File: src/tpg_defs.vh
// constants for the test pattern generator and device information block
`ifndef TPG_DEFS_VH
`define TPG_DEFS_VH
// register byte offsets
`define TPG_OFF_SEL 8'h00
`define TPG_OFF_STATUS 8'h04
`define TPG_OFF_VENDOR 8'h08
`define TPG_OFF_MODEL 8'h0C
`define TPG_OFF_MFR 8'h10
`define TPG_OFF_DEVVER 8'h14
`define TPG_OFF_FWVER 8'h18
`define TPG_OFF_SERIAL 8'h1C
`define TPG_OFF_SCAN 8'h20
`define TPG_OFF_SENS_W 8'h24
`define TPG_OFF_SENS_H 8'h28
`define TPG_OFF_MAX_W 8'h2C
`define TPG_OFF_MAX_H 8'h30
`define TPG_OFF_AOI_W 8'h34
`define TPG_OFF_AOI_H 8'h38
`define TPG_OFF_LABEL 8'h40
`define TPG_LABEL_WORDS 4
// selector codes
`define TPG_SEL_OFF 3'h0
`define TPG_SEL_FIX8 3'h1
`define TPG_SEL_MOV8 3'h2
`define TPG_SEL_MOV12 3'h3
`define TPG_SEL_FEAT8 3'h4
`define TPG_SEL_FEAT12 3'h5
`define TPG_SEL_COLOR 3'h6
`define TPG_SEL_RST 3'h0
// status fields
`define TPG_ST_BUSY 0
`define TPG_ST_CNT_LSB 16
// identification values, all arbitrary
`define TPG_ID_VENDOR 32'h56454E44
`define TPG_ID_MODEL 32'h4D4F4431
`define TPG_ID_MFR 32'h4E4F4E45
`define TPG_ID_DEVVER 32'h00010000
`define TPG_ID_FWVER 32'h00010002
`define TPG_ID_SERIAL 32'h12345678
`define TPG_ID_SCAN 32'h41524541
// geometry
`define TPG_SENS_W 12'h100
`define TPG_SENS_H 12'h0C0
`define TPG_MAX_W 12'h100
`define TPG_MAX_H 12'h0C0
// 1 on color variants, enables the color gradient
`define TPG_COLOR 1'b1
// pixel width and fifo depth
`define TPG_PIX_W 12
`define TPG_FIFO_D 8
`endif

File: src/tpg_fifo.v
// synchronous flip-flop fifo with valid/ready on both sides
`timescale 1ns/1ps
module tpg_fifo #(
   parameter W = 15,
   parameter D = 8
) (
   // clock and reset
   input wire core_clk_i,
   input wire nrst_i,
   // fill side
   input wire in_valid_i,
   output wire in_ready_o,
   input wire [W-1:0] in_data_i,
   // drain side
   output wire out_valid_o,
   input wire out_ready_i,
   output wire [W-1:0] out_data_o
);
   localparam AW = (D > 1) ? $clog2(D) : 1;
   reg [W-1:0] mem_q [0:D-1];
   reg [AW-1:0] wp_q;
   reg [AW-1:0] rp_q;
   reg [AW:0] cnt_q;
   wire push;
   wire pop;
   integer i;

   assign in_ready_o = (cnt_q != D[AW:0]);
   assign out_valid_o = (cnt_q != {(AW+1){1'b0}});
   assign out_data_o = mem_q[rp_q];
   assign push = in_valid_i & in_ready_o;
   assign pop = out_valid_o & out_ready_i;

   always @(posedge core_clk_i or negedge nrst_i) begin
      if (!nrst_i) begin
         wp_q <= {AW{1'b0}};
         rp_q <= {AW{1'b0}};
         cnt_q <= {(AW+1){1'b0}};
         for (i = 0; i < D; i = i + 1) begin
            mem_q[i] <= {W{1'b0}};
         end
      end else begin
         if (push) begin
            mem_q[wp_q] <= in_data_i;
            wp_q <= (wp_q == D[AW-1:0] - 1'b1) ? {AW{1'b0}} : wp_q + 1'b1;
         end
         if (pop) begin
            rp_q <= (rp_q == D[AW-1:0] - 1'b1) ? {AW{1'b0}} : rp_q + 1'b1;
         end
         if (push & ~pop) begin
            cnt_q <= cnt_q + 1'b1;
         end else if (pop & ~push) begin
            cnt_q <= cnt_q - 1'b1;
         end
      end
   end
endmodule // tpg_fifo

File: src/tpg_top.v
// test pattern generator with selector and device information registers
//
// Added by the designer: the strobed register port and the register offsets.
`timescale 1ns/1ps
`include "tpg_defs.vh"
module tpg_top (
   // clock and reset
   input wire core_clk_i,
   input wire nrst_i,
   // register port
   input wire [7:0] reg_addr_i,
   input wire [31:0] reg_wdata_i,
   input wire reg_wr_i,
   input wire reg_rd_i,
   output wire [31:0] reg_rdata_o,
   // acquisition start pulse
   input wire acq_start_i,
   // sensor pixel stream
   input wire sens_valid_i,
   output wire sens_ready_o,
   input wire [11:0] sens_data_i,
   input wire sens_sof_i,
   input wire sens_eol_i,
   // pixel stream toward processing
   output wire pix_valid_o,
   input wire pix_ready_i,
   output wire [11:0] pix_data_o,
   output wire pix_sof_o,
   output wire pix_eol_o,
   output wire pix_bypass_o
);
   localparam FW = `TPG_PIX_W + 3;
   localparam ST_IDLE = 1'b0;
   localparam ST_RUN = 1'b1;

   reg [2:0] sel_q;
   reg [11:0] aoi_w_q;
   reg [11:0] aoi_h_q;
   reg [31:0] label_q [0:`TPG_LABEL_WORDS-1];
   reg [31:0] rdata_q;
   reg st_q;
   reg [2:0] mode_q;
   reg [11:0] cnt_q;
   reg [11:0] fcnt_q;
   reg [11:0] col_q;
   reg [11:0] row_q;
   reg [11:0] last_col_q;
   reg [11:0] last_row_q;
   reg [11:0] gen_pix;
   reg [31:0] rd_mux;
   wire [11:0] grad;
   wire [7:0] grad8;
   wire gen_sof;
   wire gen_eol;
   wire gen_last;
   wire pass;
   wire fifo_in_valid;
   wire fifo_in_ready;
   wire [FW-1:0] fifo_in;
   wire [FW-1:0] fifo_out;
   wire gen_push;
   wire sel_ok;
   integer k;

   // register port
   // pattern 6 is refused on mono variants; the selector keeps its old value
   assign sel_ok = (reg_wdata_i[2:0] <= `TPG_SEL_FEAT12) ||
                   ((reg_wdata_i[2:0] == `TPG_SEL_COLOR) && `TPG_COLOR);

   always @(posedge core_clk_i or negedge nrst_i) begin
      if (!nrst_i) begin
         sel_q <= `TPG_SEL_RST;
         aoi_w_q <= `TPG_MAX_W;
         aoi_h_q <= `TPG_MAX_H;
         for (k = 0; k < `TPG_LABEL_WORDS; k = k + 1) begin
            label_q[k] <= 32'h00000000;
         end
      end else if (reg_wr_i) begin
         if (reg_addr_i == `TPG_OFF_SEL && sel_ok) begin
            sel_q <= reg_wdata_i[2:0];
         end
         // zero or oversize area writes are ignored
         if (reg_addr_i == `TPG_OFF_AOI_W && reg_wdata_i[31:12] == 20'h00000 &&
             reg_wdata_i[11:0] != 12'h000 && reg_wdata_i[11:0] <= `TPG_MAX_W) begin
            aoi_w_q <= reg_wdata_i[11:0];
         end
         if (reg_addr_i == `TPG_OFF_AOI_H && reg_wdata_i[31:12] == 20'h00000 &&
             reg_wdata_i[11:0] != 12'h000 && reg_wdata_i[11:0] <= `TPG_MAX_H) begin
            aoi_h_q <= reg_wdata_i[11:0];
         end
         for (k = 0; k < `TPG_LABEL_WORDS; k = k + 1) begin
            if (reg_addr_i == `TPG_OFF_LABEL + k[5:0] * 8'h04) begin
               label_q[k] <= reg_wdata_i;
            end
         end
      end
   end

   always @* begin
      rd_mux = 32'h00000000;
      case (reg_addr_i)
         `TPG_OFF_SEL: rd_mux = {29'h00000000, sel_q};
         `TPG_OFF_STATUS: rd_mux = {4'h0, cnt_q, 15'h0000, st_q};
         `TPG_OFF_VENDOR: rd_mux = `TPG_ID_VENDOR;
         `TPG_OFF_MODEL: rd_mux = `TPG_ID_MODEL;
         `TPG_OFF_MFR: rd_mux = `TPG_ID_MFR;
         `TPG_OFF_DEVVER: rd_mux = `TPG_ID_DEVVER;
         `TPG_OFF_FWVER: rd_mux = `TPG_ID_FWVER;
         `TPG_OFF_SERIAL: rd_mux = `TPG_ID_SERIAL;
         `TPG_OFF_SCAN: rd_mux = `TPG_ID_SCAN;
         `TPG_OFF_SENS_W: rd_mux = {20'h00000, `TPG_SENS_W};
         `TPG_OFF_SENS_H: rd_mux = {20'h00000, `TPG_SENS_H};
         `TPG_OFF_MAX_W: rd_mux = {20'h00000, `TPG_MAX_W};
         `TPG_OFF_MAX_H: rd_mux = {20'h00000, `TPG_MAX_H};
         `TPG_OFF_AOI_W: rd_mux = {20'h00000, aoi_w_q};
         `TPG_OFF_AOI_H: rd_mux = {20'h00000, aoi_h_q};
         `TPG_OFF_LABEL: rd_mux = label_q[0];
         `TPG_OFF_LABEL + 8'h04: rd_mux = label_q[1];
         `TPG_OFF_LABEL + 8'h08: rd_mux = label_q[2];
         `TPG_OFF_LABEL + 8'h0C: rd_mux = label_q[3];
         default: rd_mux = 32'h00000000;
      endcase
   end

   // read data stands only in the cycle after the strobe
   always @(posedge core_clk_i or negedge nrst_i) begin
      if (!nrst_i) begin
         rdata_q <= 32'h00000000;
      end else if (reg_rd_i) begin
         rdata_q <= rd_mux;
      end else begin
         rdata_q <= 32'h00000000;
      end
   end
   assign reg_rdata_o = rdata_q;

   // frame counter and sequencer
   assign gen_last = (col_q == last_col_q) && (row_q == last_row_q);
   assign gen_push = (st_q == ST_RUN) && fifo_in_ready;

   always @(posedge core_clk_i or negedge nrst_i) begin
      if (!nrst_i) begin
         cnt_q <= 12'h000;
         fcnt_q <= 12'h000;
         st_q <= ST_IDLE;
         mode_q <= `TPG_SEL_OFF;
         col_q <= 12'h000;
         row_q <= 12'h000;
         last_col_q <= 12'h000;
         last_row_q <= 12'h000;
      end else begin
         if (acq_start_i) begin
            // wraps naturally at 4096, a multiple of 256
            cnt_q <= cnt_q + 12'h001;
         end
         case (st_q)
            ST_IDLE: begin
               if (acq_start_i && sel_q != `TPG_SEL_OFF) begin
                  st_q <= ST_RUN;
                  mode_q <= sel_q;
                  fcnt_q <= cnt_q;
                  col_q <= 12'h000;
                  row_q <= 12'h000;
                  last_col_q <= aoi_w_q - 12'h001;
                  last_row_q <= aoi_h_q - 12'h001;
               end
            end
            ST_RUN: begin
               if (gen_push) begin
                  if (gen_last) begin
                     st_q <= ST_IDLE;
                  end else if (col_q == last_col_q) begin
                     col_q <= 12'h000;
                     row_q <= row_q + 12'h001;
                  end else begin
                     col_q <= col_q + 12'h001;
                  end
               end
            end
            default: st_q <= ST_IDLE;
         endcase
      end
   end

   // pattern arithmetic
   // adding the counter to the column moves the image leftward each frame
   assign grad = col_q + row_q + fcnt_q;
   assign grad8 = grad[7:0];

   always @* begin
      gen_pix = 12'h000;
      case (mode_q)
         `TPG_SEL_FIX8: gen_pix = {4'h0, col_q[7:0] + row_q[7:0]};
         `TPG_SEL_MOV8: gen_pix = {4'h0, grad8};
         `TPG_SEL_FEAT8: gen_pix = {4'h0, grad8};
         `TPG_SEL_MOV12: gen_pix = grad;
         `TPG_SEL_FEAT12: gen_pix = grad;
         // interleaved luma and chroma: even columns carry luma,
         // odd columns alternate a column-driven and row-driven chroma
         `TPG_SEL_COLOR: begin
            if (!col_q[0]) begin
               gen_pix = {4'h0, grad8};
            end else if (!col_q[1]) begin
               gen_pix = {4'h0, col_q[7:0] + fcnt_q[7:0]};
            end else begin
               gen_pix = {4'h0, row_q[7:0] - fcnt_q[7:0]};
            end
         end
         default: gen_pix = 12'h000;
      endcase
   end

   assign gen_sof = (col_q == 12'h000) && (row_q == 12'h000);
   assign gen_eol = (col_q == last_col_q);

   // source selection
   // sensor pixels flow only while no pattern is selected and none is running
   assign pass = (st_q == ST_IDLE) && (sel_q == `TPG_SEL_OFF);
   assign sens_ready_o = pass & fifo_in_ready;
   assign fifo_in_valid = pass ? sens_valid_i : (st_q == ST_RUN);
   // bypass flag travels with each pixel into the processing chain
   assign fifo_in = pass ? {1'b0, sens_sof_i, sens_eol_i, sens_data_i} :
                    {((mode_q != `TPG_SEL_FEAT8) && (mode_q != `TPG_SEL_FEAT12)),
                     gen_sof, gen_eol, gen_pix};

   tpg_fifo #(
      .W(FW),
      .D(`TPG_FIFO_D)
   ) u_fifo (
      .core_clk_i(core_clk_i),
      .nrst_i(nrst_i),
      .in_valid_i(fifo_in_valid),
      .in_ready_o(fifo_in_ready),
      .in_data_i(fifo_in),
      .out_valid_o(pix_valid_o),
      .out_ready_i(pix_ready_i),
      .out_data_o(fifo_out)
   );

   assign pix_bypass_o = fifo_out[FW-1];
   assign pix_sof_o = fifo_out[FW-2];
   assign pix_eol_o = fifo_out[FW-3];
   assign pix_data_o = fifo_out[11:0];
endmodule // tpg_top

File: config.mk
export PLATFORM = sky130hd
export DESIGN_NAME = tpg_top
export DESIGN_NICKNAME = d
export VERILOG_FILES = /design/src/tpg_fifo.v /design/src/tpg_top.v
export VERILOG_INCLUDE_DIRS = /design/src
export SDC_FILE = /design/constraint.sdc
export NUM_CORES = 1
export LEC_CHECK = 0
export ABC_AREA = 1
export ABC_CLOCK_PERIOD_IN_PS = 3140
export BUFFER_PORTS_ARGS = -buffer_cell sky130_fd_sc_hd__buf_2
export CORE_MARGIN = 1.5
export CORE_UTILIZATION = 47
export CTS_BUF_LIST = sky130_fd_sc_hd__clkbuf_4 sky130_fd_sc_hd__clkbuf_8
export CTS_CLUSTER_DIAMETER = 200
export CTS_CLUSTER_SIZE = 25
export DETAILED_ROUTE_END_ITERATION = 8
export GPL_TIMING_DRIVEN = 1
export PLACE_DENSITY_LB_ADDON = 0.2
export SLEW_MARGIN = 20
export SYNTH_ARGS = -nofsm -noshare
export SYNTH_HDL_FRONTEND = slang
export SYNTH_SLANG_ARGS = --single-unit
File: constraint.sdc
create_clock -name core_clk_i -period 3.14 [get_ports core_clk_i]
set_input_delay 0.628 -clock core_clk_i [delete_from_list [all_inputs] [get_ports core_clk_i]]
set_output_delay 0.628 -clock core_clk_i [all_outputs]
set_load 0.05 [all_outputs]
* Word level (Yosys, flattened, before mapping)
Index checks and enable logic that the tools add are counted.
** Word-level totals
- Output and inout bits :: 49
- Word-level logic and storage cells :: 161
- Flip-flop bits (word level) :: 393
** Operators by class
- Bitwise operators :: 10
- Eq/ne operators :: 36
- Reductions and logical operators :: 38
- Magnitude comparators :: 6
- Mux-type cells :: 30
- Add/sub/neg operators :: 14
** Operators by type and width (count)
- case mux 32 bit (17 select lines) :: 1
- bitwise mux 120 bit :: 1
- two-way mux 12 bit :: 7
- two-way mux 15 bit :: 4
- equality test 8 x 6 -> 1 bit, second input constant :: 7
- case mux 12 bit (2 select lines) :: 2
- case mux 12 bit (4 select lines) :: 1
- binary-select mux 15 bit (select 3 bit) :: 1
- demux 15 bit (select 3 bit) :: 1
- adder 12 x 1 -> 12 bit, second input constant :: 3
- equality test 8 x 5 -> 1 bit, second input constant :: 4
- equality test 8 x 7 -> 1 bit, second input constant :: 4
- two-way mux 32 bit :: 1
- adder 12 bit :: 2
- equality test 12 bit :: 2
- zero test 12 bit :: 2
- subtractor 12 x 1 -> 12 bit, second input constant :: 2
- zero test 20 bit :: 1
- equality test 3 bit, second input constant :: 6
- adder 8 bit :: 2
- equality test 8 x 4 -> 1 bit, second input constant :: 2
- two-way mux 8 bit :: 2
- AND reduction 2 bit :: 8
- logical AND 1 bit :: 14
- other kinds (33) :: 54

* Longest topological paths before layout
Gate-level depths: netlist of run 1.
- Depth in word-level cells :: 8
- Gate-level depth with buffers :: 17
- Depth with buffers taken out :: 17

* By module
A second synthesis of run 1 with hierarchy kept.
** Second synthesis, totals
- Cell total of the unflattened synthesis :: 2896
- Area total of the unflattened synthesis :: 21642.0 µm²
** Modules (own cells, without submodules)
- tpg_top :: area each 14555.2 µm², instances 1, seq. area each 6585.1 µm², cells an instance 1867
- tpg_fifo :: area each 7086.8 µm², instances 1, seq. area each 3253.1 µm², cells an instance 1029

* Least setup slack after synthesis of run 1
OpenSTA, ideal clock, no wires.
- Path type :: reg-to-reg
- Start point :: register col_q[1]
- End point :: register u_fifo.mem_q[114] in the netlist's numbering
- Data arrival time :: 2703 ps
- Period minus slack after synthesis :: 2768 ps
- Buffers on the path :: 0
- Required time :: 3075 ps
- Slack :: 372 ps
- Library setup time :: 65 ps
- Stages on the path, launching flop included :: 13
- Cell sequence :: dfrtp_1 inv_2 fa_1 inv_1 ha_1 fa_1 nand2_1 nand3_1 a21oi_1 o21ai_0 o21ai_1 nand2_1 nand2_1
** Between the ends
- Longest elaborated chain between the ends :: 5
** Ends and longest elaborated chain
- from (decl) :: line tpg_top.v:45 : reg [11:0] col_q;
- from (signal assigned) :: line tpg_top.v:176 : col_q <= col_q + 12'h001;
- adder 12 bit (2 in series) :: line tpg_top.v:187 : assign grad = col_q + row_q + fcnt_q;
- case mux 12 bit (4 select lines) :: line tpg_top.v:192 : case (mode_q)
- two-way mux 15 bit :: line tpg_top.v:222 : assign fifo_in = pass ? {1'b0, sens_sof_i, sens_eol_i, sens_data_i} :
- bitwise mux 120 bit :: line tpg_fifo.v:44 : mem_q[wp_q] <= in_data_i;
- to (signal, indexed assignment) :: line tpg_fifo.v:40 : mem_q[i] <= {W{1'b0}};
- to (signal, indexed assignment) :: line tpg_fifo.v:44
- to (decl) :: line tpg_fifo.v:20 : reg [W-1:0] mem_q [0:D-1];
Every way passes these cells.
A chain may end at the register's enable or synchronous reset.

* Final worst setup path of run 1
- Start point :: register u_fifo.rp_q[0]
- End point :: output pix_data_o[7]
** Between the ends
- Longest elaborated chain between the ends :: 4
** Ends and longest elaborated chain
- from (decl) :: line tpg_fifo.v:22 : reg [AW-1:0] rp_q;
- from (signal assigned) :: line tpg_fifo.v:37 : rp_q <= {AW{1'b0}};
- from (signal assigned) :: line tpg_fifo.v:48 : rp_q <= (rp_q == D[AW-1:0] - 1'b1) ? {AW{1'b0}} : rp_q + 1'b1;
- NOT 3 -> 4 bit (implied by the code) :: line tpg_fifo.v:30 : assign out_data_o = mem_q[rp_q];
- binary-select mux 15 bit (select 3 bit) :: line tpg_fifo.v:30
- two-way mux 15 bit (implied by the code) (2 in series) :: line tpg_fifo.v:30
- to (decl) :: line tpg_top.v:27 : output wire [11:0] pix_data_o,
Every way passes these cells. The select of a mux whose other input is x is not followed.

==> out/results.tsv, run 1 <==
stage	metric	value	unit
floorplanning	core	43200	um^2
setup_path	worst_path_max_delay_cell	dfrtp_2	
route	routedWlPerCell	18.7	um
place	place_inst	3243	
logic_synthesis	synth_ff_type	dfrtp_1	
setup_path	cp-end-kind	output pin	
power	irDropWorstVdd	0.000491	V
logic_synthesis	synth_top_family_by_area	simple AND/OR/NAND/NOR gates	
power	p_leak	11.5	nW
setup_path	critPathRequiredTime	2.51	ns
logic_synthesis	synthMuxAreaShare	0	%
logic_synthesis	yosysUniqueCellTypes	55	
sta	postLayoutSetupSlackWorst	0.0912	ns
cells_and_area	diodes	0	
setup_path	r2r_slack	0.32	ns
logic_synthesis	synthAdderAreaFrac	4.34	%
sta	timing.final.crit_share	97.1	%
setup_path	rr_worst_depth	16	
sta	min_period	3.05	ns
setup_path	cpPeakStageDelay	0.47	ns
cells_and_area	finalNetCount	2803	
sta	final_hold_viol_count	0	
cts	clkTransAtPathRegs	0.15	ns
setup_path	crit_chain	clkinvlp_4 -> buf_6 -> o21ai_0 -> o22ai_1 -> nor2_1 -> a31oi_2 -> buf_4	
hold_path	hp-start	reg_wdata_i[1]	
status	outcome	finished clean	
route	drc	0	
place	io_buffers	109	
setup_path	worst_setup_path_start_kind	flop	
place	place.gp.congestion	0.951	
route	vias_per_cell	5.48	
floorplanning	floorplan.initialDensity	47.8	%
logic_synthesis	yosysSeqAreaShare	47.7	%
power	p_sw	5.62	mW
power	power.total	13.3	mW
logic_synthesis	syn_inst	2595	
floorplanning	io_pins	110	
sta	tightest_slew	0.880	ns
grt	grt_overflow_total	0	
cts	h-tree-depth	1	
power	p_int	7.71	mW
setup_path	regToRegEndpoint	u_fifo.mem_q[65]	
cts	cts_tree	built	
grt	grt_pass1_wl	97.4	mm
hold_path	min_to	sel_q[1]	
logic_synthesis	yosysMostFrequentCell	nand2_1	
cts	cts_root_buffer	clkbuf_8	
sta	rsz0062_at_grt	false	
power	seqPwrFrac	43.5	%
hold_path	hold_depth	3	
hold_path	hp-class	primary input to flop	
logic_synthesis	synth_compound_area_share	13.2	%
sta	max-slew-margin-rel	41.0	%
route	drtAntennaViolNets	0	
place	place_hpwl	43.5	mm
floorplanning	rows	76	
logic_synthesis	synth_top_area_share	47.3	%
floorplanning	die_y	213	um
grt	grt.total_usage	27.6	%
logic_synthesis	yosysTopAreaCell	dfrtp_1	
setup_path	critPathKind	flop to output pin	
setup_path	cp.arrival	2.42	ns
floorplanning	die_w	213	um
place	pre_cts_slack	0.359	ns
run	max_cap_viol_count	0	
logic_synthesis	syn_area	20600	um^2
route	dr_total_vias	18000	
power	pwr-share-comb	39.0	%
logic_synthesis	synth_common_cells	787 x nand2_1, 390 x dfrtp_1, 225 x nor2_1	
setup_path	path_max_fanout	28	
logic_synthesis	synth_simple_gate_area_share	25.4	%
logic_synthesis	synth_edf_count	0	
logic_synthesis	ys_ff_latch	393	
power	sw_frac_of_total	42.2	%
cts	clkLatencyLatePin	0.62	ns
grt	grt_start_max_net_pins	74	
grt	antenna_found_initial	0	
logic_synthesis	postSynthAreaPerCell	7.95	um^2
sta	finalSetupViolations	0	
power	power_density	594	nW/um^2
logic_synthesis	yosys_warnings	0	
logic_synthesis	syn_nets	2718	
setup_path	rr_startpoint	fcnt_q[1]	
cts	clock_sinks	393	
floorplanning	dieArea	45200	um^2
grt	grt_pass1_vias	17300	
route	drtIter0Drc	1748	
route	finalWirelength	61.2	mm
cts	cts_setup_buffers	0	
route	first_pass_iters	6	
logic_synthesis	synth.area.top_cells	dfrtp_1 47%, nand2_1 14%, o21ai_0 5.3%	
logic_synthesis	synthArstFlopShare	100	%
sta	timing.fmax	328	MHz
cts	clk_path_buf_depth	3	
cts	cts_buffers	19	
logic_synthesis	synth_xor_area_share	2.59	%
power	clockPowerShare	17.5	%
cells_and_area	drive_above_1_share	10.8	%
cells_and_area	area_delta_synth_final	8.75	%
sta	fin_skew	0.0257	ns
cells_and_area	final-instance-count-excl-fill	3277	
sta	final_max_slew_viol_count	0	
==> power groups by stage <==
| stage | clock (mW) | sequential (mW) | combinational [mW] |
|---|---|---|---|
| 3_5_place_dp | 0 | 5.89 | 5.02 |
| 6_report | 2.33 | 5.81 | 5.20 |
| 2_1_floorplan | 0 | 5.84 | 3.48 |
| 5_1_grt | 2.56 | 5.86 | 5.66 |
| 3_3_place_gp | 0 | 5.87 | 4.95 |
| 4_1_cts | 2.39 | 5.79 | 5.10 |
==> per-stage QoR <==
step / instance area (um^2) / hold WS [ns] / util, % / setup TNS [ns]
2_1_floorplan: 20600 / 0.332 / - / 0
3_3_place_gp: 22000 / 0.456 / 50.9 / 0
3_5_place_dp: 22000 / 0.460 / 50.9 / 0
4_1_cts: 22400 / 0.277 / 51.9 / -0.0410
5_1_grt: 22400 / 0.298 / 52.0 / 0
6_report: 22400 / 0.318 / 52.0 / 0
==> placed cells by master (no fill, tap or decap), types with 4 or more instances in the layout <==
cell type	netlist	final
inv_1	210	208
a221oi_1	12	12
buf_12	0	8
fa_1	16	16
a31oi_2	0	4
o21ai_1	101	101
buf_4	10	60
nand2_1	787	784
xnor2_1	22	22
nor2_4	6	6
nand3b_1	4	4
nand2_2	9	12
o21ai_0	218	218
o22ai_1	19	19
ha_1	46	46
inv_2	22	22
nor4_1	6	6
or2_2	4	4
dfrtp_1	390	389
nor2_2	7	7
a21oi_1	79	79
clkbuf_4	0	14
a211oi_1	7	7
nor3_1	31	31
clkbuf_8	0	19
nand3_2	4	5
a31oi_1	30	26
xor2_1	39	39
nand4_1	40	40
nand3_1	93	92
nand2_4	7	7
buf_2	29	100
a22o_1	13	13
nor2_1	225	225
a41oi_1	6	6
==> cell type report <==
type | count | area, um^2
fillers | 4252 | 20700
flip-flops and latches | 393 | 9840
multi-input cells | 1859 | 9430
repair buffers | 174 | 1180
inverters | 233 | 886
well taps | 585 | 732
clock buffers | 32 | 359
clock inverters | 1 | 8.76
==> worst max-delay path: cells and delay by family, from the launching register on <==
family	cells	cell delay, ns
buffers and inverters	3	0.71
flip-flops	1	0.47
AND/OR/NAND/NOR	1	0.08
AO/OA/AOI/OAI	3	0.53
==> timing repair <==
action,4_1_cts,5_1_grt
resized for setup,9,10
hold endpoints to repair,57,0
hold buffers,1,0
pin swaps,0,0
endpoints found under the setup margin,8,11
==> registers in the layout (all words and copies together) (netlist names) <==
| register | count |
|---|---|
| aoi_h_q | 12 |
| aoi_w_q | 12 |
| cnt_q | 12 |
| col_q | 12 |
| fcnt_q | 12 |
| label_q | 128 |
| last_col_q | 12 |
| last_row_q | 12 |
| mode_q | 3 |
| reg_rdata_o | 32 |
| row_q | 12 |
| sel_q | 3 |
| st_q | 1 |
| u_fifo.cnt_q | 4 |
| u_fifo.mem_q | 120 |
| u_fifo.rp_q | 3 |
| u_fifo.wp_q | 3 |
==> how the worst max path moves through the flow <==
stage                   startpoint                 to  slack, ns  cells past startpoint
floorplan                 col_q[1]  u_fifo.mem_q[114]       0.37                     12
global placement         fcnt_q[4]   u_fifo.mem_q[66]       0.40                     15
detailed placement       fcnt_q[1]   u_fifo.mem_q[65]       0.36                     16
CTS                 u_fifo.rp_q[1]      pix_data_o[5]      -0.02                      6
global route        u_fifo.rp_q[0]      pix_data_o[3]       0.01                      6
finish              u_fifo.rp_q[0]      pix_data_o[7]       0.09                      7
==> kinds of logic (layout without fill, tap and decap cells) <==
kind of cell,Yosys count,count (layout)
flops,393,393
buf+inv,343,440
compound gates,497,497
fa+ha+maj,62,62
simple gates,1239,1239
xor+xnor,61,61
==> routing by layer <==
metal / track usage (%) / wire length, um / vias up
met5: 0 / 0 / -
met4: 8.41 / 1710 / 0
li1: - / - / 8582
met1: 39.9 / 27900 / 8679
met3: 2.69 / 3690 / 96
met2: 43.9 / 27900 / 617
Power figures use the tool's default switching activity.
==> run 2: changes to the inputs <==
--- a/config.mk
+++ b/config.mk
@@ -13,3 +13,3 @@
 export CORE_UTILIZATION = 47
-export CTS_BUF_LIST = sky130_fd_sc_hd__clkbuf_4 sky130_fd_sc_hd__clkbuf_8
+export CTS_BUF_LIST = sky130_fd_sc_hd__clkbuf_4 sky130_fd_sc_hd__clkbuf_8 sky130_fd_sc_hd__clkbuf_16
 export CTS_CLUSTER_DIAMETER = 200
--- a/constraint.sdc
+++ b/constraint.sdc
@@ -3,2 +3,2 @@
 set_output_delay 0.628 -clock core_clk_i [all_outputs]
-set_load 0.05 [all_outputs]
+set_load 0.1 [all_outputs]
==> run 2 against run 1 <==
  * Largest power group is now combinational cells
  * Non-clock buffer count fell by 1
  * Worst hold slack gained 0.024 ns
  * Maximum frequency down 0.51%
  * Clock power is 22% higher
  * Die area unchanged
  * First-iteration DRC count is 15% lower
  * Design area is 1.4% higher
  * Critical path depth unchanged
  * Total power up 11%
==> out/results.tsv, run 2 (synthesis results as in run 1) <==
stage	metric	value	unit	change
setup_path	path_max_fanout	9		was 28
hold_path	hp-class	primary input to flop		unchanged
sta	timing.final.crit_share	97.6	%	was 97.1%
place	place_area	22100	um^2	was 22000 um^2
cts	cts_root_buffer	clkbuf_16		was clkbuf_8
floorplanning	floorplan.initialDensity	47.8	%	unchanged
cts	clkTransAtPathRegs	0.10	ns	was 0.15 ns
cells_and_area	final_cell_area	22700	um^2	was 22400 um^2
setup_path	worst_path_max_delay_cell	dfrtp_1		was dfrtp_2
sta	min_period	3.06	ns	was 3.05 ns
floorplanning	die_y	213	um	unchanged
route	drtIter0Drc	1488		was 1748
power	power.total	14.8	mW	was 13.3 mW
route	drtAntennaViolNets	0		unchanged
setup_path	rr_startpoint	fcnt_q[1]		unchanged
sta	tightest_slew	0.747	ns	was 0.880 ns
route	first_pass_iters	5		was 6
cts	cts_tree	built		unchanged
place	io_buffers	109		unchanged
route	drc	0		unchanged
hold_path	hp-start	reg_wdata_i[8]		was reg_wdata_i[1]
cts	clkLatencyLatePin	0.57	ns	was 0.62 ns
setup_path	critPathRequiredTime	2.51	ns	about the same
cts	clk_path_buf_depth	3		unchanged
sta	final_max_slew_viol_count	0		unchanged
setup_path	crit_chain	inv_1 -> buf_4 -> o21ai_0 -> o22ai_1 -> nor2_1 -> a31oi_2 -> clkbuf_4		was clkinvlp_4 -> buf_6 -> o21ai_0 -> o22ai_1 -> nor2_1 -> a31oi_2 -> buf_4
cells_and_area	largest_register_ffs	128		unchanged
place	place.gp.congestion	0.932		was 0.951
sta	hold_ws	0.342	ns	was 0.318 ns
power	p_leak	11.6	nW	was 11.5 nW
cells_and_area	final_cell_mix	784 x nand2_1, 389 x dfrtp_1, 225 x nor2_1		unchanged
grt	antenna_found_initial	2		was 0
grt	grt_pass1_wl	98.4	mm	was 97.4 mm
setup_path	crit_start	u_fifo.rp_q[1]		was u_fifo.rp_q[0]
grt	grt_overflow_total	0		unchanged
cts	h-tree-depth	1		unchanged
setup_path	cp.arrival	2.44	ns	was 2.42 ns
cells_and_area	drive_above_1_share	10.9	%	was 10.8%
route	finalWirelength	60.8	mm	was 61.2 mm
sta	fin_skew	0.0367	ns	was 0.0257 ns
grt	grt_start_max_net_pins	91		was 74
run	max_cap_viol_count	0		unchanged
route	dr_total_vias	18000		about the same
floorplanning	dieArea	45200	um^2	unchanged
cts	cts_buffers	19		unchanged
sta	final_hold_viol_count	0		unchanged
sta	rsz0062_at_grt	true		was false
sta	finalSetupViolations	0		unchanged
cells_and_area	final_core_util	52.7	%	was 52.0%
grt	grt.total_usage	27.8	%	was 27.6%
power	irDropWorstVdd	0.000783	V	was 0.000491 V
cts	cts_setup_buffers	0		unchanged
cts	clock_sinks	393		unchanged
cells_and_area	final_common_cell	nand2_1		unchanged
setup_path	worst_setup_path_start_kind	flop		unchanged
setup_path	cp-end-kind	output pin		unchanged
cells_and_area	regMostFlops	label_q		unchanged
grt	grt_pass1_vias	17500		was 17300
floorplanning	core	43200	um^2	unchanged
floorplanning	rows	76		unchanged
cells_and_area	finalNetCount	2802		was 2803
sta	timing.fmax	326	MHz	was 328 MHz
setup_path	critPathKind	flop to output pin		unchanged
route	vias_per_cell	5.50		was 5.48
sta	max-slew-margin-rel	49.8	%	was 41.0%
power	power_density	650	nW/um^2	was 594 nW/um^2
floorplanning	die_w	213	um	unchanged
setup_path	cpPeakStageDelay	0.50	ns	was 0.47 ns
cells_and_area	area_delta_synth_final	10.2	%	was 8.75%
status	outcome	finished clean		unchanged
place	place_hpwl	43.0	mm	was 43.5 mm
floorplanning	io_pins	110		unchanged
route	routedWlPerCell	18.6	um	was 18.7 um
[run 2: critical path, delay by kind of cell (launching register included)]
kind                   cells  cell delay, ns
AND/OR/NAND/NOR            1            0.07
AO/OA/AOI/OAI              3            0.55
flip-flops                 1            0.50
buffers and inverters      3            0.73
[run 2: final cells by class]
class	count	area, um^2
fill	4152	20400
tap	585	732
multi-input combinational	1859	9500
sequential	393	9840
clock inverter	2	17.5
antenna	1	2.50
inverter	233	877
clock buffer	25	520
timing repair buffer	173	1250
[run 2: timing repair]
item	4_1_cts	5_1_grt
setup endpoints to repair	11	9
hold endpoints to repair	4	0
pin swaps	0	0
cloned	0	0
hold buffers	1	0
gates resized for setup	9	11
[run 2: metrics by stage]
step	worst slack [ns]	setup TNS, ns	instances
after floorplan	0.334	0	2595
after global placement	0.385	0	3242
after detailed placement	0.368	0	3242
after CTS	0.00618	0	3270
after global routing	-0.0223	-0.0347	3271
final	0.0755	0	3271
[run 2: path summary, 6_finish.rpt]
path / depth (start not counted) / to / slack [ns]
min reg2reg: 2 / u_fifo.mem_q[103] / 0.48
min in group asynchronous: 2 / u_fifo.cnt_q[1] / 0.60
max in group asynchronous: 3 / u_fifo.mem_q[105] / 1.67
min: 3 / aoi_w_q[8] / 0.34
max: 7 / pix_data_o[6] / 0.08
max reg2reg: 13 / u_fifo.mem_q[99] / 0.36
[run 2: report_power, final]
| group | internal, mW | total [mW] | switching (mW) |
|---|---|---|---|
| combinational | 1.69 | 6.13 | 4.44 |
| sequential | 5.48 | 5.82 | 0.335 |
| clock | 1.19 | 2.84 | 1.65 |
| total | 8.36 | 14.8 | 6.43 |
[run 2: layer usage]
metal  global-route usage [%]  up-vias  share of wire, %
met4                     7.75        0               2.6
met5                        0        -                 0
met2                     44.2      596                46
met3                     2.57       97               5.2
li1                         -     8594                 -
met1                     40.7     8691                46
